--- src/verilog/ccs_cfg.svh ---
// Register offsets, field positions, reset values and timing counts of the clock source control
// How it works
// Clock output pin driven only while the crystal is unused by CPU, RTC and watchdog.
// Trim bit 6 enables the clock output; cleared disables it.
// Clock output toggles at half the CPU clock rate.
// Reset clears trim bits 7 and 6, loads trim field from factory value.
// Software preserves trim field when changing bits 6 or 7.
// Larger trim value lowers RC frequency; field writable any time.
// Doubler configuration bit doubles the RC oscillator output.
// Low-power clock bit clears on reset; software sets it only at 8 MHz or below.
// Trim bit 7 selects RC oscillator as CPU clock without reset.
// CPU clock switches among watchdog, RC, crystal and external clock while running.
// Switch-done flag is read-only, clears on switch start, sets on completion.
// Software does not write clock control while switch-done reads 0.
// Clock control resets from config bytes; bits 6..4 zero, bit 7 one.
// Source codes: 111 ext, 100 wdog, 011 RC, 010/001/000 crystals.
// Clock control bit 3 doubles the RC frequency for the switch.
// Clock control bit 4 selects crystal as watchdog clock.
// Brown-out hold bits must be enabled with doubler or fast external clock.
// Wake-up delay: crystal 1024 cycles plus 60..100 us, RC 200..300 us, others 32.
// CPU clock is oscillator clock divided by 2N; N of 0 passes undivided.
// Peripheral clock runs at half the CPU clock.
// Switch completes glitch-free after wake-up delay; done flag set same cycle.
`ifndef CCS_CFG_SVH
`define CCS_CFG_SVH
`define CCS_TRIM_ADDR      8'h96
`define CCS_CLOCK_SWITCH_CONTROL_ADDR    16'hFFDE
`define CCS_TRIM_RCSEL_BIT 7
`define CCS_TRIM_OUTEN_BIT 6
`define CCS_CON_DONE_BIT   7
`define CCS_CON_XWD_BIT    4
`define CCS_CON_DBL_BIT    3
`define CCS_CON_DONE_RST   1'b1
`define CCS_SRC_EXT        3'h7
`define CCS_SRC_WDOG       3'h4
`define CCS_SRC_RC         3'h3
`define CCS_SRC_XLOW       3'h2
`define CCS_SRC_XMED       3'h1
`define CCS_SRC_XHIGH      3'h0
`define CCS_CLK_HZ         10000000
`define CCS_XTAL_CYC       1024
`define CCS_XTAL_US        60
`define CCS_RC_US          200
`define CCS_FAST_CYC       32
`endif

--- src/verilog/ccs_pkg.sv ---
// Types shared by the clock source control files
package ccs_pkg;
  typedef enum logic [1:0] {
    CCS_IDLE,
    CCS_WAKE,
    CCS_DONE
  } ccs_state_t;
  typedef logic [2:0] ccs_src_t;
endpackage : ccs_pkg

--- src/verilog/ccs_clock_ctrl.sv ---
// Clock source selection, switch sequencing, trim and clock output gating
`timescale 1ns/1ps
`include "ccs_cfg.svh"
module ccs_clock_ctrl #(
  parameter int  DIV_W     = 8,
  parameter logic [5:0] TRIM_FACTORY = 6'h20
) (
  // Clock and reset
  input  wire logic             i_mclk,
  input  wire logic             i_rst,
  // Special function register access
  input  wire logic             i_sfr_wr,
  input  wire logic [7:0]       i_sfr_addr,
  input  wire logic             i_xsfr_wr,
  input  wire logic [15:0]      i_xsfr_addr,
  input  wire logic [7:0]       i_wdata,
  output logic [7:0]            o_trim_rdata,
  output logic [7:0]            o_clock_switch_control_rdata,
  // Configuration bytes and other control bits
  input  wire logic [7:0]       i_user_config_byte_one,
  input  wire logic [7:0]       i_user_config_byte_two,
  input  wire logic             i_low_power_clock_bit_wr,
  input  wire logic             i_low_power_clock_bit_wdata,
  input  wire logic             i_rtc_uses_crystal,
  input  wire logic [DIV_W-1:0] i_cpu_clock_divider,
  // Oscillator edge strobes, one per source
  input  wire logic             i_osc_tick_xtal,
  input  wire logic             i_osc_tick_rc,
  input  wire logic             i_osc_tick_wdog,
  input  wire logic             i_osc_tick_ext,
  // Clock outputs and status
  output logic [2:0]            o_active_source,
  output logic                  o_rc_doubled,
  output logic                  o_cpu_clock_en,
  output logic                  o_periph_clock_en,
  output logic                  o_crystal_for_watchdog,
  output logic                  o_low_power_clock_bit,
  output logic [5:0]            o_rc_trim,
  output logic                  o_clock_output_pin,
  output logic                  o_clock_output_pin_oe
);
  // Registers
  logic [5:0]        trim_q, trim_d;
  logic              out_en_q, out_en_d;
  logic              rc_sel_q, rc_sel_d;
  ccs_pkg::ccs_src_t src_sel_q, src_sel_d;
  ccs_pkg::ccs_src_t act_src_q, act_src_d;
  logic              dbl_q, dbl_d;
  logic              act_dbl_q, act_dbl_d;
  logic              xwd_q, xwd_d;
  logic              lp_q, lp_d;
  logic              done_q, done_d;
  ccs_pkg::ccs_state_t st_q, st_d;
  logic [DIV_W-1:0]  div_cnt_q, div_cnt_d;
  logic              half_q, half_d;
  logic              cpu_en_q, cpu_en_d;
  logic              per_q, per_d;
  logic              pin_q, pin_d;
  logic              strap_q;

  logic              trim_wr, con_wr, start, expired, osc_tick, wake_tick, xtal_busy;
  ccs_pkg::ccs_src_t eff_src;
  ccs_pkg::ccs_src_t tgt_src;

  assign trim_wr = i_sfr_wr && (i_sfr_addr == `CCS_TRIM_ADDR);
  // Writes while switching are dropped; software should not issue them
  assign con_wr  = i_xsfr_wr && (i_xsfr_addr == `CCS_CLOCK_SWITCH_CONTROL_ADDR) && done_q;
  assign tgt_src = con_wr ? i_wdata[2:0] : src_sel_q;
  // A clock control write starts a switch
  assign start   = con_wr;

  ccs_wake_timer u_wake (
    .i_mclk     (i_mclk),
    .i_rst      (i_rst),
    .i_start    (start),
    .i_src      (tgt_src),
    .i_osc_tick (wake_tick),
    .o_expired  (expired)
  );

  // Trim bit 7 overrides the selected source
  assign eff_src = rc_sel_q ? `CCS_SRC_RC : act_src_q;

  // CPU divider keeps the running source while the wake timer counts the new one
  always_comb begin
    case (eff_src)
      `CCS_SRC_RC:   osc_tick = i_osc_tick_rc;
      `CCS_SRC_WDOG: osc_tick = i_osc_tick_wdog;
      `CCS_SRC_EXT:  osc_tick = i_osc_tick_ext;
      default:       osc_tick = i_osc_tick_xtal;
    endcase
    case (src_sel_q)
      `CCS_SRC_RC:   wake_tick = i_osc_tick_rc;
      `CCS_SRC_WDOG: wake_tick = i_osc_tick_wdog;
      `CCS_SRC_EXT:  wake_tick = i_osc_tick_ext;
      default:       wake_tick = i_osc_tick_xtal;
    endcase
  end

  // Register state and switch sequencing
  always_comb begin
    trim_d    = trim_q;
    out_en_d  = out_en_q;
    rc_sel_d  = rc_sel_q;
    src_sel_d = src_sel_q;
    act_src_d = act_src_q;
    dbl_d     = dbl_q;
    act_dbl_d = act_dbl_q;
    xwd_d     = xwd_q;
    lp_d      = lp_q;
    done_d    = done_q;
    st_d      = st_q;
    if (trim_wr) begin
      trim_d   = i_wdata[5:0];
      out_en_d = i_wdata[`CCS_TRIM_OUTEN_BIT];
      rc_sel_d = i_wdata[`CCS_TRIM_RCSEL_BIT];
    end
    if (i_low_power_clock_bit_wr) begin
      lp_d = i_low_power_clock_bit_wdata;
    end
    case (st_q)
      ccs_pkg::CCS_IDLE, ccs_pkg::CCS_DONE: begin
        if (con_wr) begin
          src_sel_d = i_wdata[2:0];
          dbl_d     = i_wdata[`CCS_CON_DBL_BIT];
          xwd_d     = i_wdata[`CCS_CON_XWD_BIT];
          done_d    = 1'b0;
          st_d      = ccs_pkg::CCS_WAKE;
        end
      end
      ccs_pkg::CCS_WAKE: begin
        // Old source keeps running until the new one is stable
        if (expired) begin
          act_src_d = src_sel_q;
          act_dbl_d = dbl_q;
          done_d    = 1'b1;
          st_d      = ccs_pkg::CCS_DONE;
        end
      end
      default: st_d = ccs_pkg::CCS_IDLE;
    endcase
  end

  // Divide by 2N, N of zero passes every oscillator edge
  always_comb begin
    div_cnt_d = div_cnt_q;
    half_d    = half_q;
    cpu_en_d  = 1'b0;
    if (osc_tick) begin
      if (i_cpu_clock_divider == '0) begin
        cpu_en_d = 1'b1;
      end else if (div_cnt_q >= i_cpu_clock_divider - DIV_W'(1)) begin
        div_cnt_d = '0;
        half_d    = ~half_q;
        cpu_en_d  = half_q;
      end else begin
        div_cnt_d = div_cnt_q + DIV_W'(1);
      end
    end
  end

  // Crystal busy as CPU, RTC or watchdog source
  assign xtal_busy = (eff_src == `CCS_SRC_XLOW) || (eff_src == `CCS_SRC_XMED) ||
                     (eff_src == `CCS_SRC_XHIGH) || i_rtc_uses_crystal || xwd_q ||
                     // A crystal being woken already owns the pin
                     ((st_q == ccs_pkg::CCS_WAKE) && (src_sel_q < `CCS_SRC_RC));

  always_comb begin
    per_d = per_q;
    pin_d = pin_q;
    if (cpu_en_q) begin
      per_d = ~per_q;
      pin_d = ~pin_q;
    end
    if (!(out_en_q && !xtal_busy)) begin
      pin_d = 1'b0;
    end
  end

  always_ff @(posedge i_mclk) begin
    if (i_rst) begin
      trim_q    <= TRIM_FACTORY;
      out_en_q  <= 1'b0;
      rc_sel_q  <= 1'b0;
      lp_q      <= 1'b0;
      xwd_q     <= 1'b0;
      done_q    <= `CCS_CON_DONE_RST;
      st_q      <= ccs_pkg::CCS_IDLE;
      strap_q   <= 1'b1;
      src_sel_q <= `CCS_SRC_XHIGH;
      act_src_q <= `CCS_SRC_XHIGH;
      dbl_q     <= 1'b0;
      act_dbl_q <= 1'b0;
      div_cnt_q <= '0;
      half_q    <= 1'b0;
      cpu_en_q  <= 1'b0;
      per_q     <= 1'b0;
      pin_q     <= 1'b0;
    end else begin
      trim_q    <= trim_d;
      out_en_q  <= out_en_d;
      rc_sel_q  <= rc_sel_d;
      lp_q      <= lp_d;
      xwd_q     <= xwd_d;
      done_q    <= done_d;
      st_q      <= st_d;
      strap_q   <= 1'b0;
      // Configuration bytes caught at the first edge after release
      if (strap_q) begin
        src_sel_q <= i_user_config_byte_one[2:0];
        act_src_q <= i_user_config_byte_one[2:0];
        dbl_q     <= i_user_config_byte_two[7];
        act_dbl_q <= i_user_config_byte_two[7];
      end else begin
        src_sel_q <= src_sel_d;
        act_src_q <= act_src_d;
        dbl_q     <= dbl_d;
        act_dbl_q <= act_dbl_d;
      end
      div_cnt_q <= div_cnt_d;
      half_q    <= half_d;
      cpu_en_q  <= cpu_en_d;
      per_q     <= per_d;
      pin_q     <= pin_d;
    end
  end

  // Read data; bits 6 and 5 of clock control read zero
  assign o_trim_rdata   = {rc_sel_q, out_en_q, trim_q};
  assign o_clock_switch_control_rdata = {done_q, 2'b00, xwd_q, dbl_q, src_sel_q};
  assign o_active_source        = eff_src;
  assign o_rc_doubled           = act_dbl_q;
  assign o_cpu_clock_en         = cpu_en_q;
  assign o_periph_clock_en      = cpu_en_q && per_q;
  assign o_crystal_for_watchdog = xwd_q;
  assign o_low_power_clock_bit  = lp_q;
  assign o_rc_trim              = trim_q;
  assign o_clock_output_pin     = pin_q;
  assign o_clock_output_pin_oe  = out_en_q && !xtal_busy;
endmodule : ccs_clock_ctrl

--- src/verilog/ccs_wake_timer.sv ---
// Wake-up delay counter for a newly selected oscillator source
`timescale 1ns/1ps
`include "ccs_cfg.svh"
module ccs_wake_timer #(
  parameter int CNT_W = 16
) (
  // Clock and reset
  input  wire logic             i_mclk,
  input  wire logic             i_rst,
  // Control
  input  wire logic             i_start,
  input  wire ccs_pkg::ccs_src_t i_src,
  input  wire logic             i_osc_tick,
  // Status
  output logic                  o_expired
);
  // Microsecond parts scaled to system clock cycles by the clock rate in whole MHz, rounded down
  localparam int XTAL_US_CYC = (`CCS_XTAL_US * (`CCS_CLK_HZ / 1000000));
  localparam int RC_US_CYC   = (`CCS_RC_US * (`CCS_CLK_HZ / 1000000));

  logic [CNT_W-1:0] osc_cnt_q, osc_cnt_d;
  logic [CNT_W-1:0] us_cnt_q, us_cnt_d;
  logic [CNT_W-1:0] osc_goal;
  logic [CNT_W-1:0] us_goal;
  logic             run_q, run_d;

  always_comb begin
    // Crystal counts oscillator edges then settles; RC waits time only
    case (i_src)
      `CCS_SRC_XLOW, `CCS_SRC_XMED, `CCS_SRC_XHIGH: begin
        osc_goal = CNT_W'(`CCS_XTAL_CYC);
        us_goal  = CNT_W'(XTAL_US_CYC);
      end
      `CCS_SRC_RC: begin
        osc_goal = '0;
        us_goal  = CNT_W'(RC_US_CYC);
      end
      default: begin
        osc_goal = CNT_W'(`CCS_FAST_CYC);
        us_goal  = '0;
      end
    endcase
  end

  always_comb begin
    osc_cnt_d = osc_cnt_q;
    us_cnt_d  = us_cnt_q;
    run_d     = run_q;
    if (i_start) begin
      osc_cnt_d = '0;
      us_cnt_d  = '0;
      run_d     = 1'b1;
    end else if (run_q) begin
      if (osc_cnt_q < osc_goal) begin
        if (i_osc_tick) begin
          osc_cnt_d = osc_cnt_q + CNT_W'(1);
        end
      end else if (us_cnt_q < us_goal) begin
        us_cnt_d = us_cnt_q + CNT_W'(1);
      end else begin
        run_d = 1'b0;
      end
    end
  end

  always_ff @(posedge i_mclk) begin
    if (i_rst) begin
      osc_cnt_q <= '0;
      us_cnt_q  <= '0;
      run_q     <= 1'b0;
    end else begin
      osc_cnt_q <= osc_cnt_d;
      us_cnt_q  <= us_cnt_d;
      run_q     <= run_d;
    end
  end

  assign o_expired = run_q && (osc_cnt_q >= osc_goal) && (us_cnt_q >= us_goal);
endmodule : ccs_wake_timer
--- config.mk ---
export PLATFORM = sky130hd
export DESIGN_NAME = ccs_clock_ctrl
export DESIGN_NICKNAME = d
export VERILOG_FILES = /design/src/verilog/ccs_pkg.sv /design/src/verilog/ccs_clock_ctrl.sv /design/src/verilog/ccs_wake_timer.sv
export VERILOG_INCLUDE_DIRS = /design/src /design/src/verilog
export SDC_FILE = /design/constraint.sdc
export NUM_CORES = 1
export LEC_CHECK = 0
export BUFFER_PORTS_ARGS = -buffer_cell sky130_fd_sc_hd__buf_4
export CAP_MARGIN = 5
export CORE_MARGIN = 5
export CORE_UTILIZATION = 33
export CTS_BUF_LIST = sky130_fd_sc_hd__clkbuf_4
export DETAILED_ROUTE_END_ITERATION = 16
export GPL_TIMING_DRIVEN = 1
export SLEW_MARGIN = 20
export SYNTH_ARGS = -nofsm -noshare
export SYNTH_HDL_FRONTEND = slang
export SYNTH_HIERARCHICAL = 1
export SYNTH_SLANG_ARGS = --single-unit
--- constraint.sdc ---
create_clock -name i_mclk -period 3.5 [get_ports i_mclk]
set_input_delay 0 -clock i_mclk [delete_from_list [all_inputs] [get_ports i_mclk]]
set_output_delay 0 -clock i_mclk [all_outputs]
set_load 0.01 [all_outputs]
==> flow_metrics.py <==
metrics = {
    "outcome": {
        "outcome": "finished, final reports clean",
    },
    "logic_synthesis": {
        "async_flop_share_pct": 0,
        "netlist_instances": 445,
        "ys_types": 57,
        "synthesis.area_sq_um": 3860,
        "syn_area_per_cell_sq_um": 8.68,
        "synth_edf_count": 0,
        "seq_area_frac_synth_pct": 34.7,
        "synth-seq-cells": 67,
        "ys_warn_count": 6,
        "ys.flop_type": "dfxtp_1",
    },
    "cts": {
        "root_buffer": "clkbuf_4",
        "cts_tree": "built",
        "clockBufferDepth": 2,
        "path_clk_slew_ps": 140,
        "cts_made_buffers": 9,
        "h-tree-depth": 3,
        "clock-sinks": 67,
        "insertion_delay_ps": 430,
    },
    "die": {
        "coreArea_sq_um": 11500,
        "start_util_pct": 33.7,
        "fp.dieW_um": 118,
        "io-pin-count": 99,
        "placementRows": 39,
        "dieArea_sq_um": 14000,
        "die_height_um": 118,
    },
    "timing": {
        "fin_crit_ps": 3400,
        "hold_violations": 0,
        "whs_ps": 82.7,
        "fin_crit_sh_pct": 97.2,
        "setup_slack_ps": 97.7,
        "finalSetupViolations": 0,
        "final_max_slew_viol_count": 0,
        "slew_headroom_pct": 40.2,
        "worst_slew_pin_slew_ps": 893,
        "clock_skew_ps": 32.5,
        "fmax_mhz": 294,
    },
    "placed_design": {
        "globalplace.congestion": 0.760,
        "port_buffers": 84,
        "dp_hpwl_mm": 6.91,
        "place_ws_ps": 19.6,
    },
    "setup_path": {
        "crit_buf_inv": 3,
        "crit_chain": "and4b_1 > nand3_2 > or4_4 > nand2_2 > nand2_2 > nand3b_1 > buf_6 > ha_1 > and4b_1 > a21oi_2 > o211ai_4 > buf_6 > bufbuf_16 > o31ai_2 > a21oi_2",
        "crit_slowest_cell": "or4_4",
        "max_stage_delay_ps": 550,
        "crit_path_end_kind": "register",
        "crit_arrival_ps": 3680,
        "cp.required_ps": 3780,
        "startpoint_type": "register",
        "cp_top_family": "simple AND/OR/NAND/NOR gates",
        "timing_worst_setup_path_type": "register to register",
        "worst-path-max-fanout": 10,
    },
    "global_routing": {
        "grt_pass1_vias": 3511,
        "grt.overflow.total": 0,
        "grt_pass1_wl_mm": 16.3,
        "grt_start_max_net_pins": 40,
        "antenna_found_initial": 0,
        "grt.total_usage_pct": 13.5,
    },
    "layout": {
        "nets": 641,
        "area_growth_pct": 34.7,
        "drive_gt1_share_pct": 27.6,
        "final_common_cell": "buf_4",
        "layout_common_cells": "buf_4, dfxtp_1, nor2_1",
        "fillers": 1094,
        "diodes": 0,
    },
    "power_and_ir_drop": {
        "p_per_area_nw_per_um2": 298,
        "p_leak_nw": 2.24,
        "vdd_drop_max_mv": 0.254,
    },
    "routing": {
        "ant_nets": 0,
        "drt_iter0_drc": 160,
        "drt_drc_violations_left": 0,
        "viasPerCell": 5.11,
        "first_pass_iters": 4,
        "routed_wl_mm": 9.61,
        "num_vias": 3564,
        "wire_per_inst_um": 13.8,
    },
    "worst_hold_path": {
        "hp-class": "primary input to register",
    },
    "flow_run": {
        "drv_cap": 0,
    },
}
-- routing by layer --
layer	GRT usage (%)	share of wire, %	up-vias
met4	4.01	1.2	0
li1	-	-	1815
met5	0	0	-
met3	3.34	4.7	10
met1	16.9	46	1661
met2	23.0	48	78
-- worst register-to-register path, stage by stage (launching register included) --
cell	delay, ps
dfxtp_2	340
and4b_1	200
nand3_2	90
or4_4	550
nand2_2	90
nand2_2	70
nand3b_1	210
buf_6	150
ha_1	290
and4b_1	200
a21oi_2	190
o211ai_4	150
buf_6	160
bufbuf_16	270
o31ai_2	250
a21oi_2	80
-- cell type report --
cell class | count | area (sq um) | area share [%]
well taps | 143 | 179 | 3.44
flip-flops and latches | 67 | 1340 | 25.8
repair buffers | 125 | 1060 | 20.4
multi-input cells | 320 | 2370 | 45.5
clock buffers | 9 | 67.6 | 1.30
clock inverters | 7 | 83.8 | 1.61
inverters | 27 | 101 | 1.95
-- synth_stat cells (3+ instances only) --
cell      number  share of area [%]
nand4_1       11                1.8
and4_1         6                1.4
o21bai_1       4               0.78
or2_2          3               0.49
nor4_1         7                1.1
or3_1         10                1.6
nor3_1         8                1.0
xnor2_1       16                3.6
o21ai_0       10                1.3
nor2_1        40                3.9
and3_1         3               0.49
and2_1        10                1.6
dfxtp_1       67                 35
a211oi_1       8                1.6
inv_1         27                2.6
nand3_1       12                1.6
o32ai_1        6                1.4
buf_4         14                2.7
ha_1          24                7.8
mux2i_1       20                5.2
o31ai_1       10                1.9
clkbuf_1      14                1.4
nand2_1       26                2.5
a21oi_1       28                3.6
or4_1         12                2.3
nor3b_1        6                1.2
-- flip-flops by register name, indices dropped and copies added (netlist names), 2 cells and up --
signal,cells
u_wake/osc_cnt_q,16
div_cnt_q,8
o_rc_trim,6
act_src_q,3
st_q,2
u_wake/us_cnt_q,16
src_sel_q,3
-- stage by stage --
stage                     utilization (%)  instances  area (sq um)  TNS, ps  total power, mW
after floorplan                         -        446          3880        0            0.903
after global placement               40.0        652          4590        0            0.989
after detailed placement             40.0        652          4590        0            0.993
after CTS                            43.9        695          5030        0             1.57
after global routing                 45.4        698          5200     -247             1.64
final                                45.4        698          5200        0             1.55
-- final timing paths --
kind                                            end  cells past startpoint  slack [ps]                 from
worst max register to register   u_wake/us_cnt_q[2]                     15         100               done_q
worst min-delay path                 o_cpu_clock_en                      4          80        i_osc_tick_rc
worst max-delay path             u_wake/us_cnt_q[2]                     15         100               done_q
worst min register to register  u_wake/us_cnt_q[14]                      1         470  u_wake/us_cnt_q[14]
-- logic make-up after synthesis --
| group | count (synthesis) | share of synthesized area, % |
|---|---|---|
| simple gates | 172 | 25.4 |
| compound gates | 84 | 15.0 |
| flops | 67 | 34.7 |
| buf+inv | 59 | 7.71 |
| fa+ha+maj | 24 | 7.77 |
| mux | 21 | 5.47 |
| xor+xnor | 17 | 3.85 |
| other cells | 1 | 0.0971 |
-- where the power goes --
part	leakage, nW	internal (mW)	switching [mW]
clock	0.0790	0.230	0.320
combinational	1.62	0.111	0.0980
sequential	0.542	0.774	0.0163
-- timing repair --
item	CTS	global route
setup endpoints to repair	1	15
pin swaps	1	13
hold buffers	24	0
gates resized for setup	1	26
setup buffers	2	2
gates cloned	1	1
endpoints found under the hold margin	27	0
Power figures use the tool's default switching activity.
